===== config.mk =====
export PLATFORM = sky130hd
export DESIGN_NAME = cest_error_tracker
export DESIGN_NICKNAME = d
export VERILOG_FILES = /design/src/hdl/cest_pkg.sv /design/src/hdl/cest_fault_counters.sv /design/src/hdl/cest_error_tracker.sv
export VERILOG_INCLUDE_DIRS = /design/src /design/src/hdl
export SDC_FILE = /design/constraint.sdc
export NUM_CORES = 1
export LEC_CHECK = 0
export ABC_AREA = 0
export BUFFER_PORTS_ARGS = -buffer_cell sky130_fd_sc_hd__clkbuf_2
export CAP_MARGIN = 0
export CELL_PAD_IN_SITES_DETAIL_PLACEMENT = 1
export CELL_PAD_IN_SITES_GLOBAL_PLACEMENT = 2
export CORE_MARGIN = 1
export CORE_UTILIZATION = 28
export DETAILED_ROUTE_END_ITERATION = 6
export PLACE_DENSITY_LB_ADDON = 0.05
export SLEW_MARGIN = 5
export SYNTH_ARGS = -nofsm -noshare
export SYNTH_HDL_FRONTEND = slang
export SYNTH_SLANG_ARGS = --single-unit

===== constraint.sdc =====
create_clock -name aclk -period 1.9 [get_ports aclk]
set_input_delay 0.38 -clock aclk [delete_from_list [all_inputs] [get_ports aclk]]
set_output_delay 0.38 -clock aclk [all_outputs]
set_load 0.02 [all_outputs]

===== src/hdl/cest_defs.svh =====
// offsets, field positions, reset values and levels of the error-state tracker
`ifndef CEST_DEFS_SVH
`define CEST_DEFS_SVH

`define CEST_ADDR_W 8
`define CEST_OFF_IRQ_EN 8'h14
`define CEST_OFF_ERR_STS 8'h18
`define CEST_OFF_IRQ_STS 8'h20
`define CEST_OFF_IRQ_MASK 8'h24
`define CEST_RESET_WORD 32'h0000_0000

`define CEST_BIT_WARN 0
`define CEST_BIT_PASSIVE 1
`define CEST_BIT_BUS_OFF 2
`define CEST_LEC_LSB 4
`define CEST_LEC_MSB 6
`define CEST_TEC_LSB 16
`define CEST_TEC_MSB 23
`define CEST_REC_LSB 24
`define CEST_REC_MSB 31
`define CEST_EN_LSB 8
`define CEST_EN_MSB 11
`define CEST_BIT_COMB 0

`define CEST_WARN_LVL 9'h060
`define CEST_PASSIVE_LVL 9'h07F
`define CEST_TEC_MAX 10'h0FF
`define CEST_REC_ABOVE 8'h7F
`define CEST_REC_RELOAD 8'h78
`define CEST_REC_SAT 9'h0FF
`define CEST_TX_INC 10'h008
`define CEST_RX_INC_BIG 9'h008
`define CEST_RX_INC_SMALL 9'h001

`define CEST_CODE_NONE 3'h0
`define CEST_CODE_STUFF 3'h1
`define CEST_CODE_FORM 3'h2
`define CEST_CODE_ACK 3'h3
`define CEST_CODE_BIT_REC 3'h4
`define CEST_CODE_BIT_DOM 3'h5
`define CEST_CODE_CRC 3'h6

`define CEST_RESP_OKAY 2'h0
`define CEST_RESP_SLVERR 2'h2

`endif


===== src/hdl/cest_pkg.sv =====
// types shared by the error-state tracker modules
`default_nettype none
package cest_pkg;

    typedef enum logic [2:0] {
        CEST_KIND_STUFF,
        CEST_KIND_FORM,
        CEST_KIND_ACK,
        CEST_KIND_BIT_REC,
        CEST_KIND_BIT_DOM,
        CEST_KIND_CRC
    } cest_fault_kind_e;

    // one-cycle event pulses from the protocol engine
    typedef struct packed {
        logic tx_ok;
        logic rx_ok;
        logic err_valid;
        cest_fault_kind_e err_kind;
        logic err_is_tx;
        logic rx_plus8;
        logic recovered;
    } cest_event_s;

    typedef struct packed {
        logic [8:0] tec;
        logic [7:0] rec;
        logic bus_off;
    } cest_cnt_s;

    typedef struct packed {
        logic bus_off;
        logic passive;
        logic warn;
    } cest_flags_s;

endpackage
`default_nettype wire


===== src/hdl/cest_fault_counters.sv =====
// transmit and receive fault counters with bus-off state
`default_nettype none
`include "cest_defs.svh"
module cest_fault_counters (
    input wire logic aclk,
    input wire logic aresetn,
    input wire logic ce,
    input wire cest_pkg::cest_event_s ev,
    output cest_pkg::cest_cnt_s cnt
);
    cest_pkg::cest_cnt_s s_q;
    cest_pkg::cest_cnt_s s_d;

    // counter update; a node that is bus-off ignores traffic until recovery
    always_comb
    begin
        logic [9:0] tsum;
        logic [8:0] rsum;
        tsum = {1'b0, s_q.tec} + `CEST_TX_INC;
        rsum = {1'b0, s_q.rec} + (ev.rx_plus8 ? `CEST_RX_INC_BIG : `CEST_RX_INC_SMALL);
        s_d = s_q;
        if (s_q.bus_off)
        begin
            if (ev.recovered)
            begin
                s_d = '0;
            end
        end
        else
        begin
            if (ev.err_valid && ev.err_is_tx)
            begin
                s_d.tec = tsum[8:0];
                if (tsum > `CEST_TEC_MAX)
                begin
                    s_d.bus_off = 1'b1;
                end
            end
            else if (ev.tx_ok && s_q.tec != 9'h000)
            begin
                s_d.tec = s_q.tec - 9'h001;
            end
            if (ev.err_valid && !ev.err_is_tx)
            begin
                // saturate rather than wrap, a wrap would look like recovery
                s_d.rec = (rsum > `CEST_REC_SAT) ? 8'hFF : rsum[7:0];
            end
            else if (ev.rx_ok)
            begin
                if (s_q.rec > `CEST_REC_ABOVE)
                begin
                    s_d.rec = `CEST_REC_RELOAD;
                end
                else if (s_q.rec != 8'h00)
                begin
                    s_d.rec = s_q.rec - 8'h01;
                end
            end
        end
    end

    // state register, zero after reset
    always_ff @(posedge aclk)
    begin
        if (!aresetn)
        begin
            s_q <= '0;
        end
        else if (ce)
        begin
            s_q <= s_d;
        end
    end

    assign cnt = s_q;
endmodule // cest_fault_counters
`default_nettype wire


===== src/hdl/cest_error_tracker.sv =====
// CAN error-state tracker: counters, level flags, last fault code and AXI4-Lite registers
//
// Summary of operation
// - warn flag set when either fault counter is 96 or more.
// - passive flag set when either fault counter is 127 or more.
// - transmit count above 255 enters bus-off; flag shows bus-off state.
// - a detected bus fault writes its category code into bits 6:4.
// - a clean transmit or receive clears the last fault code to zero.
// - codes: 000 none, 001 stuffing, 010 form.
// - codes: 100 recessive bit, 101 dominant bit, 110 CRC.
// - software may write the last fault code; 111 is reserved for software.
// - 9-bit transmit count, low eight bits read-only at bits 23:16.
// - transmit count follows CAN transmitter fault confinement.
// - receive count read-only at bits 31:24; faults add 1 or 8.
// - receive count between 1 and 127 drops by one after each clean reception.
// - clean reception with receive count above 127 reloads 120.
// - error status at 0x18, all zero after reset.
// - rising warn, passive, bus-off flags set combined flag when enabled.
// - a new hardware fault code sets combined flag when its enable is set.
// - interrupt request only while combined flag and global enable are set.
`default_nettype none
`include "cest_defs.svh"
module cest_error_tracker (
    input wire logic aclk,
    input wire logic aresetn,
    input wire logic ce,
    input wire cest_pkg::cest_event_s ev,
    output cest_pkg::cest_flags_s flags,
    output logic irq,
    input wire logic [`CEST_ADDR_W-1:0] s_axi_awaddr,
    input wire logic s_axi_awvalid,
    output logic s_axi_awready,
    input wire logic [31:0] s_axi_wdata,
    input wire logic [3:0] s_axi_wstrb,
    input wire logic s_axi_wvalid,
    output logic s_axi_wready,
    output logic [1:0] s_axi_bresp,
    output logic s_axi_bvalid,
    input wire logic s_axi_bready,
    input wire logic [`CEST_ADDR_W-1:0] s_axi_araddr,
    input wire logic s_axi_arvalid,
    output logic s_axi_arready,
    output logic [31:0] s_axi_rdata,
    output logic [1:0] s_axi_rresp,
    output logic s_axi_rvalid,
    input wire logic s_axi_rready
);
    // every register of the slave lives in one struct so reset and ce act on all of it alike
    typedef struct packed {
        logic aw_got;
        logic w_got;
        logic [`CEST_ADDR_W-1:0] awaddr;
        logic [31:0] wdata;
        logic [3:0] wstrb;
        logic bvalid;
        logic [1:0] bresp;
        logic rvalid;
        logic [31:0] rdata;
        logic [1:0] rresp;
        logic [2:0] lec;
        logic [3:0] en;
        logic comb;
        logic mask;
        cest_pkg::cest_flags_s fl;
    } cest_top_s;

    cest_top_s s_q;
    cest_top_s s_d;
    cest_pkg::cest_cnt_s cnt;

    // true when either counter is at or above a level
    // a nine-bit compare, so a bus-off transmit count still counts as above both levels
    function automatic logic at_level(input logic [8:0] tec, input logic [7:0] rec, input logic [8:0] lvl);
        at_level = (tec >= lvl) || ({1'b0, rec} >= lvl);
    endfunction

    // true for every register the slave answers with OKAY
    // anything else answers SLVERR and reads as zero
    function automatic logic is_mapped(input logic [`CEST_ADDR_W-1:0] a);
        if (a == `CEST_OFF_IRQ_EN)
        begin
            is_mapped = 1'b1;
        end
        else if (a == `CEST_OFF_ERR_STS)
        begin
            is_mapped = 1'b1;
        end
        else if (a == `CEST_OFF_IRQ_STS)
        begin
            is_mapped = 1'b1;
        end
        else if (a == `CEST_OFF_IRQ_MASK)
        begin
            is_mapped = 1'b1;
        end
        else
        begin
            is_mapped = 1'b0;
        end
    endfunction

    // category of a detected fault to its last-code value
    function automatic logic [2:0] kind_code(input cest_pkg::cest_fault_kind_e k);
        case (k)
            cest_pkg::CEST_KIND_STUFF: kind_code = `CEST_CODE_STUFF;
            cest_pkg::CEST_KIND_FORM: kind_code = `CEST_CODE_FORM;
            cest_pkg::CEST_KIND_ACK: kind_code = `CEST_CODE_ACK;
            cest_pkg::CEST_KIND_BIT_REC: kind_code = `CEST_CODE_BIT_REC;
            cest_pkg::CEST_KIND_BIT_DOM: kind_code = `CEST_CODE_BIT_DOM;
            cest_pkg::CEST_KIND_CRC: kind_code = `CEST_CODE_CRC;
            default: kind_code = `CEST_CODE_NONE;
        endcase
    endfunction

    // counters sit in their own module so their arithmetic stays apart from the bus logic
    cest_fault_counters u_counters (
        .aclk(aclk),
        .aresetn(aresetn),
        .ce(ce),
        .ev(ev),
        .cnt(cnt)
    );

    // handshakes are gated by ce so nothing is accepted while state is frozen
    assign s_axi_awready = ce && !s_q.aw_got && !s_q.bvalid;
    assign s_axi_wready = ce && !s_q.w_got && !s_q.bvalid;
    assign s_axi_arready = ce && !s_q.rvalid;
    assign s_axi_bvalid = ce && s_q.bvalid;
    assign s_axi_rvalid = ce && s_q.rvalid;

    // response payloads straight from registers, stable while valid stands
    assign s_axi_bresp = s_q.bresp;
    assign s_axi_rdata = s_q.rdata;
    assign s_axi_rresp = s_q.rresp;

    // flags and interrupt request are registered levels
    assign flags = s_q.fl;
    assign irq = s_q.comb && s_q.mask;

    // next state: bus slave, level flags, last code, interrupt flag
    always_comb
    begin
        logic aw_now;
        logic w_now;
        logic do_wr;
        logic [`CEST_ADDR_W-1:0] wa;
        logic [31:0] wd;
        logic [3:0] ws;
        logic [31:0] rd;
        cest_pkg::cest_flags_s nf;
        logic rise_any;
        logic hw_code;
        s_d = s_q;
        nf = '0;
        rise_any = 1'b0;
        hw_code = 1'b0;
        // handshakes of this cycle; a channel taken now counts as held
        aw_now = s_axi_awvalid && s_axi_awready;
        w_now = s_axi_wvalid && s_axi_wready;
        wa = aw_now ? s_axi_awaddr : s_q.awaddr;
        wd = w_now ? s_axi_wdata : s_q.wdata;
        ws = w_now ? s_axi_wstrb : s_q.wstrb;
        do_wr = (s_q.aw_got || aw_now) && (s_q.w_got || w_now);
        // unmapped addresses and reserved bits read as zero
        rd = `CEST_RESET_WORD;

        // hold each half until its partner arrives
        if (aw_now)
        begin
            s_d.aw_got = 1'b1;
            s_d.awaddr = s_axi_awaddr;
        end
        if (w_now)
        begin
            s_d.w_got = 1'b1;
            s_d.wdata = s_axi_wdata;
            s_d.wstrb = s_axi_wstrb;
        end

        // register writes; hardware updates below take precedence
        if (do_wr)
        begin
            s_d.aw_got = 1'b0;
            s_d.w_got = 1'b0;
            s_d.bvalid = 1'b1;
            s_d.bresp = is_mapped(wa) ? `CEST_RESP_OKAY : `CEST_RESP_SLVERR;
            // decode by address; an unmapped write only gets its SLVERR response
            if (wa == `CEST_OFF_IRQ_EN)
            begin
                if (ws[1])
                begin
                    s_d.en = wd[`CEST_EN_MSB:`CEST_EN_LSB];
                end
            end
            else if (wa == `CEST_OFF_ERR_STS)
            begin
                if (ws[0])
                begin
                    s_d.lec = wd[`CEST_LEC_MSB:`CEST_LEC_LSB];
                end
            end
            else if (wa == `CEST_OFF_IRQ_STS)
            begin
                if (ws[0] && wd[`CEST_BIT_COMB])
                begin
                    s_d.comb = 1'b0;
                end
            end
            else if (wa == `CEST_OFF_IRQ_MASK)
            begin
                if (ws[0])
                begin
                    s_d.mask = wd[`CEST_BIT_COMB];
                end
            end
        end

        // response leaves once the master takes it
        if (s_axi_bvalid && s_axi_bready)
        begin
            s_d.bvalid = 1'b0;
        end

        // read data captured at the address handshake
        if (s_axi_araddr == `CEST_OFF_IRQ_EN)
        begin
            rd[`CEST_EN_MSB:`CEST_EN_LSB] = s_q.en;
        end
        else if (s_axi_araddr == `CEST_OFF_ERR_STS)
        begin
            rd[`CEST_BIT_WARN] = s_q.fl.warn;
            rd[`CEST_BIT_PASSIVE] = s_q.fl.passive;
            rd[`CEST_BIT_BUS_OFF] = s_q.fl.bus_off;
            rd[`CEST_LEC_MSB:`CEST_LEC_LSB] = s_q.lec;
            rd[`CEST_TEC_MSB:`CEST_TEC_LSB] = cnt.tec[7:0];
            rd[`CEST_REC_MSB:`CEST_REC_LSB] = cnt.rec;
        end
        else if (s_axi_araddr == `CEST_OFF_IRQ_STS)
        begin
            rd[`CEST_BIT_COMB] = s_q.comb;
        end
        else if (s_axi_araddr == `CEST_OFF_IRQ_MASK)
        begin
            rd[`CEST_BIT_COMB] = s_q.mask;
        end

        // a read answers with the word decoded at its taking edge
        if (s_axi_arvalid && s_axi_arready)
        begin
            s_d.rvalid = 1'b1;
            s_d.rdata = rd;
            s_d.rresp = is_mapped(s_axi_araddr) ? `CEST_RESP_OKAY : `CEST_RESP_SLVERR;
        end
        else if (s_axi_rvalid && s_axi_rready)
        begin
            s_d.rvalid = 1'b0;
        end

        // level flags follow the counters one cycle later
        nf.warn = at_level(cnt.tec, cnt.rec, `CEST_WARN_LVL);
        nf.passive = at_level(cnt.tec, cnt.rec, `CEST_PASSIVE_LVL);
        // bus-off comes from the counter module, which keeps it until recovery
        nf.bus_off = cnt.bus_off;
        s_d.fl = nf;

        // a fault wins over a clean frame and over a software write
        hw_code = ev.err_valid;
        if (ev.err_valid)
        begin
            s_d.lec = kind_code(ev.err_kind);
        end
        else if (ev.tx_ok || ev.rx_ok)
        begin
            s_d.lec = `CEST_CODE_NONE;
        end

        // only rising flags count, a flag that stays set raises nothing new
        rise_any = (s_q.en[0] && nf.warn && !s_q.fl.warn)
            || (s_q.en[1] && nf.passive && !s_q.fl.passive)
            || (s_q.en[2] && nf.bus_off && !s_q.fl.bus_off);
        // the set comes after the software clear above, so an event in the clear cycle is kept
        if (rise_any || (hw_code && s_q.en[3]))
        begin
            s_d.comb = 1'b1;
        end
    end

    // single state register
    always_ff @(posedge aclk)
    begin
        if (!aresetn)
        begin
            s_q <= '0;
        end
        else if (ce)
        begin
            s_q <= s_d;
        end
    end
endmodule // cest_error_tracker
`default_nettype wire


==> results of run 1 <==
-- layer usage --
layer  vias to the layer above  share of wire
li1                       2115              -
met1                      2039           0.49
met2                        78           0.47
met3                         9          0.033
met4                         0         0.0096
met5                         -              0
-- timing repair --
action	CTS	global route
endpoints found under the setup margin	4	14
buffers inserted	0	2
pin swaps	0	9
hold endpoints to repair	0	0
hold buffers	0	0
gates resized for setup	8	38
-- cell type report --
type,count,area [um2]
fill,1844,9490
multi-input combinational,368,2530
sequential,80,1610
timing repair buffer,168,1100
tap,211,264
clock buffer,11,243
inverter,20,75.1
clock inverter,5,56.3
-- critical path, delay by kind of cell, from the launching register on --
family,cells,cell delay [ns]
compound gates,4,0.86
simple gates,1,0.56
flops,1,0.34
-- power groups by stage --
stage | Sequential, mW | Clock (mW) | Combinational (mW)
floorplan | 2.00 | 0 | 1.23
global placement | 2.01 | 0 | 1.94
detailed placement | 2.02 | 0 | 1.97
CTS | 1.98 | 1.86 | 2.00
global route | 2.02 | 1.91 | 2.40
finish | 2.00 | 1.78 | 2.16
-- how the worst max path moves through the flow --
stage | start | to | slack, ns | cells past startpoint
finish | u_counters.cnt[4] | u_counters.cnt[7] | 0.04 | 5
global route | u_counters.cnt[4] | u_counters.cnt[7] | -0.03 | 5
CTS | u_counters.cnt[14] | u_counters.cnt[17] | 0.007 | 5
detailed placement | ev[1] | u_counters.cnt[6] | -0.19 | 10
global placement | ce | s_q[4] | -0.17 | 7
floorplan | ce | s_q[5] | 0.03 | 7
-- flip-flops by register name, indices dropped and copies added, names as in the netlist --
| register | cells |
|---|---|
| s_axi_rresp | 1 |
| flags | 3 |
| s_axi_rdata | 26 |
| s_axi_bresp | 1 |
| s_q | 31 |
| u_counters.cnt | 18 |
-- through the flow --
stage / cell area (um2) / worst slack, ns / total power, mW
6_report: 5880 / 0.0392 / 5.94
5_1_grt: 5880 / -0.0283 / 6.34
4_1_cts: 5730 / 0.00715 / 5.83
3_5_place_dp: 5400 / -0.187 / 3.99
3_3_place_gp: 5400 / -0.168 / 3.95
2_1_floorplan: 4490 / 0.0346 / 3.23
-- cell usage after synthesis (all sizes together) (3+ instances only) --
master	n
nor3	5
a21o	3
nand4b	4
mux2i	11
mux2	8
nand3	22
xnor2	4
o32ai	3
nor2	49
o211a	3
nand2	50
o31ai	4
o21ai	14
nor3b	5
nor2b	4
a21oi	33
dfxtp	80
and2	12
xor2	4
nand3b	3
or4	3
a31oi	3
a211oi	8
nand2b	6
a221oi	3
or3	7
o211ai	4
clkbuf	20
a222oi	3
ha	11
nor4b	6
a22oi	24
o2111ai	3
inv	20
buf	51
nand4	8
-- layout by cell type, fill, tap and decap left out, types with 4 or more instances in the layout --
cell and instances:
buf_4 83, clkbuf_2 79, dfxtp_1 73, nand2_1 49, nor2_1 49, a21oi_1 31
a22oi_1 24, nand3_1 22, inv_1 17, and2_1 12, o21ai_0 11, mux2i_1 10
clkbuf_16 9, nand4_1 8, mux2_2 8, ha_1 8, conb_1 8, or3_1 7
a211oi_1 7, nand2b_1 6, dfxtp_2 6, nor4b_1 5, nor2b_1 4, o211ai_1 4
nand4b_1 4, o31ai_1 4, xnor2_1 4, nor3_1 4, xor2_1 4, buf_6 4
-- logic make-up after synthesis --
logic type / count (synthesis)
compound gates: 131
xor+xnor: 8
fa+ha+maj: 11
buf+inv: 91
flops: 80
mux: 19
other cells: 1
simple gates: 191
==> flow_metrics.py, run 1 <==
metrics = {
    "run_status": {
        "status": "completed",
    },
    "route": {
        "drc": 0,
        "wl_per_cell_um": 16.7,
        "first_pass_iters": 4,
        "vias": 4241,
        "drtAntennaViolNets": 0,
        "drtIter0Drc": 170,
        "viasPerCell": 4.91,
        "routed_wl_mm": 14.4,
    },
    "setup_path": {
        "path_class": "flop to flop",
        "endpoint_kind": "flop",
        "critical-path-max-stage-delay_ns": 0.56,
        "crit_slowest_cell": "or4_4",
        "cp_max_fo": 3,
        "reg2reg_slack_ns": 0.04,
        "start_kind": "flop",
        "ff2ff_path_depth": 5,
        "arrival_ns": 2.10,
        "crit_chain": "or4_4, o41ai_4, a21o_2, a311oi_2, a2111oi_2",
        "required_ns": 2.14,
        "reg2reg_from": "u_counters.cnt[4]",
        "r2r-end": "u_counters.cnt[7]",
    },
    "global_routing": {
        "antenna_found_initial": 0,
        "use_met3": 0.0351,
        "grt_use_met1": 0.241,
        "grtUsageTotal": 0.184,
        "grt_pass1_wl_mm": 23.1,
        "use_met2": 0.306,
        "top_usage_layer": "met2",
        "grt_pass1_vias": 4400,
        "overflow": 0,
        "grt_max_degree": 28,
    },
    "yosys": {
        "synth_edf_count": 0,
        "synthXorXnorAreaFrac": 0.0157,
        "synthMuxAreaShare": 0.0449,
        "ys_seq_area_frac": 0.359,
        "synth.top_cell.area_share": 0.359,
        "synth.avg_cell_area_um2": 8.39,
        "synth_top_family_by_area": "simple AND/OR/NAND/NOR gates",
        "synthFlopType": "dfxtp_1",
        "yosysTopAreaCell": "dfxtp_1",
        "ys_seq_elements": 80,
        "synth_compound_area_frac": 0.213,
        "synthTopCellsByArea": "dfxtp_1, buf_4, nand2_1, nor2_1, a22oi_1",
        "synth_cell_types": 68,
        "synthArstFlopShare": 0,
        "synthAdderAreaFrac": 0.0308,
        "synthCells": 532,
        "syn_area_mm2": 0.00446,
        "synth_simple_gate_area_frac": 0.221,
        "ys.warnings.count": 0,
    },
    "flow_run": {
        "drv_cap": 0,
    },
    "min_path": {
        "min_path_type": "input pin to flop",
        "hp-start": "s_axi_bready",
        "holdPathEnd": "s_q[49]",
        "hold_depth": 2,
    },
    "power": {
        "p_seq_frac": 0.336,
        "share_comb_of_total_power": 0.364,
        "clkPwrFrac": 0.300,
        "p_int_mw": 3.92,
        "powerDensity_mw_per_mm2": 1010,
        "ir_drop_mv": 0.470,
        "p_sw_mw": 2.01,
        "power_switching_share": 0.339,
        "power.leakage_nw": 2.45,
    },
    "die": {
        "core_area_mm2": 0.0154,
        "io_pins": 114,
        "die_area_mm2": 0.0164,
        "dieWidth_um": 128,
        "initial_core_util": 0.290,
        "row_count": 45,
        "die_y_um": 128,
    },
    "sta": {
        "maxSlewViolCount": 0,
        "holdWs_ns": 0.239,
        "final-setup-viol-count": 0,
        "hold_viol": 0,
        "setup_tns_ns": 0,
        "finClkSkew_ns": 0.00644,
        "fin_crit_sh": 0.979,
        "rsz0062_at_grt": "true",
        "fmax_ghz": 0.537,
        "min_period_ns": 1.86,
    },
    "cts": {
        "cts_sinks": 80,
        "clkTransAtPathRegs_ns": 0.06,
        "clock_path_buffers": 2,
        "cts_htree_levels": 3,
        "cts_buffers": 9,
        "cts_root_buf": "clkbuf_16",
        "cts_tree": "yes",
        "clkLatencyLatePin_ns": 0.34,
    },
    "place": {
        "port_buffers": 79,
        "dp.cells": 845,
        "gp_congestion": 0.773,
        "dp_hpwl_mm": 11.0,
    },
    "finish": {
        "drive_above_1_share": 0.359,
        "finalNetCount": 727,
        "fin_util": 0.383,
        "final_cells": 863,
        "area_delta_synth_final_pct": 31.8,
        "n_antenna_cell": 0,
    },
}
No activity file was read; power rests on OpenSTA's default activity.
==> inputs of run 2 (changes only) <==
--- a/config.mk
+++ b/config.mk
@@ -15,6 +15,7 @@
 export CORE_UTILIZATION = 28
 export DETAILED_ROUTE_END_ITERATION = 6
 export PLACE_DENSITY_LB_ADDON = 0.05
+export SETUP_SLACK_MARGIN = 0.2
 export SLEW_MARGIN = 5
 export SYNTH_ARGS = -nofsm -noshare
 export SYNTH_HDL_FRONTEND = slang
==> run 2 against run 1 <==
  * Flip-flop and latch count unchanged
  * Clock skew about the same
  * Non-clock buffer count increased by 9
  * Worst setup slack got worse by 0.019 ns
  * First-iteration DRC count increased by 11%
  * Critical path type unchanged
  * Critical path depth increased by 1
  * Worst hold slack improved by 0.0036 ns
  * Global-route usage decreased by 0.24 points
  * Sequential power about the same
  * Sequential share of layout area decreased by 1.1 points
  * Via count increased by 1.5%
  * Cell count increased by 1.0%
  * Critical endpoint is now u_counters.cnt[8]
  * Highest routed layer unchanged
==> flow_metrics.py, run 2 (same netlist as run 1, synthesis figures left out) <==
metrics = {
    "run_status": {
        "status": "completed",
    },
    "die": {
        "dieWidth_um": 128,
        "io_pins": 114,
        "die_y_um": 128,
        "row_count": 45,
        "initial_core_util": 0.290,
        "core_area_mm2": 0.0154,
        "die_area_mm2": 0.0164,
    },
    "cts": {
        "cts_root_buf": "clkbuf_16",
        "clock_path_buffers": 2,
        "cts_hold_buffers": 0,
        "clkLatencyLatePin_ns": 0.34,
        "cts_sinks": 80,
        "cts_tree": "yes",
        "clkTransAtPathRegs_ns": 0.06,
        "cts_htree_levels": 3,
        "cts_buffers": 9,
    },
    "finish": {
        "finalNetCount": 736,
        "largest_register_ffs": 31,
        "max_flop_register": "s_q",
        "fin_util": 0.401,
        "n_antenna_cell": 0,
        "final_common_cell": "buf_4",
        "area_delta_synth_final_pct": 38.3,
        "layout_common_cells": "buf_4, clkbuf_2, dfxtp_1",
        "drive_above_1_share": 0.416,
    },
    "global_routing": {
        "grt_pass1_vias": 4407,
        "grt_max_degree": 27,
        "grt_pass1_wl_mm": 23.0,
        "grtUsageTotal": 0.181,
        "overflow": 0,
        "antenna_found_initial": 0,
    },
    "setup_path": {
        "crit_buf_inv": 1,
        "crit_chain": "or4_4, o41ai_4, a21oi_2, buf_4, o21ai_0, o32ai_1",
        "critical-path-max-stage-delay_ns": 0.57,
        "start_kind": "flop",
        "cp.depth": 6,
        "crit_family": "compound AO/OA/AOI/OAI gates",
        "crit_slowest_cell": "or4_4",
        "ff2ff_path_depth": 6,
        "path_class": "flop to flop",
        "required_ns": 2.12,
        "arrival_ns": 2.10,
        "cp_max_fo": 5,
        "endpoint_kind": "flop",
    },
    "sta": {
        "maxSlewViolCount": 0,
        "finalWorstSetupSlack_ns": 0.0200,
        "fin_crit_sh": 0.989,
        "rsz0062_at_grt": "true",
        "final-setup-viol-count": 0,
        "finClkSkew_ns": 0.00641,
        "min_period_ns": 1.88,
        "fmax_ghz": 0.532,
        "hold_viol": 0,
    },
    "route": {
        "drc": 0,
        "drtIter0Drc": 188,
        "first_pass_iters": 4,
        "wl_per_cell_um": 16.8,
        "drtAntennaViolNets": 0,
        "routed_wl_mm": 14.6,
        "viasPerCell": 4.93,
        "vias": 4303,
    },
    "power": {
        "ir_drop_mv": 0.488,
        "power.leakage_nw": 2.55,
        "powerDensity_mw_per_mm2": 1020,
    },
    "place": {
        "dp_slack_ns": -0.132,
        "gp_congestion": 0.773,
        "dp_hpwl_mm": 11.1,
        "port_buffers": 79,
    },
    "min_path": {
        "min_path_type": "input pin to flop",
        "hold_depth": 2,
    },
    "flow_run": {
        "drv_cap": 0,
    },
}
## run 2: worst paths after layout
kind,from,end,slack (ns)
max,u_counters.cnt[4],u_counters.cnt[8],0.02
max reg2reg,u_counters.cnt[4],u_counters.cnt[8],0.02
min,s_axi_bready,s_q[49],0.24
min reg2reg,s_axi_rdata[9],s_axi_rdata[9],0.46
## run 2: metal layers
| metal | global-route usage | vias up | routed length [um] |
|---|---|---|---|
| met5 | 0 | - | 0 |
| met4 | 0.0630 | 0 | 97 |
| met3 | 0.0246 | 7 | 393 |
| met2 | 0.310 | 60 | 7220 |
| met1 | 0.233 | 2105 | 6920 |
| li1 | - | 2131 | - |
## run 2: per-stage QoR
step / TNS [ns] / power (mW) / cell area, um2 / std cells / hold WS (ns)
final: 0 / 6.27 / 6170 / 872 / 0.242
after CTS: 0 / 6.10 / 5910 / 865 / 0.216
after global routing: -0.198 / 6.64 / 6170 / 872 / 0.231
after detailed placement: -1.21 / 4.10 / 5400 / 841 / 0.451
after global placement: -0.997 / 4.05 / 5400 / 841 / 0.446
after floorplan: 0 / 3.32 / 4570 / 539 / 0.432
## run 2: what timing repair did
action	in CTS	in global routing
gates resized for setup	41	45
cloned	0	0
pin swaps	13	14
endpoints found under the setup margin	25	28
buffers inserted	8	7
## run 2: worst reg2reg max path, stage by stage (launching register included)
cell and delay [ns]:
dfxtp_2 0.35, or4_4 0.57, o41ai_4 0.27, a21oi_2 0.17
buf_4 0.18, o21ai_0 0.14, o32ai_1 0.09
## run 2: cell type report
cell class,count,area (um2)
Clock buffer,10,239
Clock inverter,6,67.6
Fill cell,1804,9200
Inverter,20,78.8
Multi-Input combinational cell,368,2710
Sequential cell,80,1620
Tap cell,211,264
Timing Repair Buffer,177,1190
## run 2: where the power goes
group          total [mW]  internal, mW  switching, mW
Combinational        2.42          1.20           1.22
Sequential           2.01          1.85          0.165
Clock                1.83          1.06          0.771
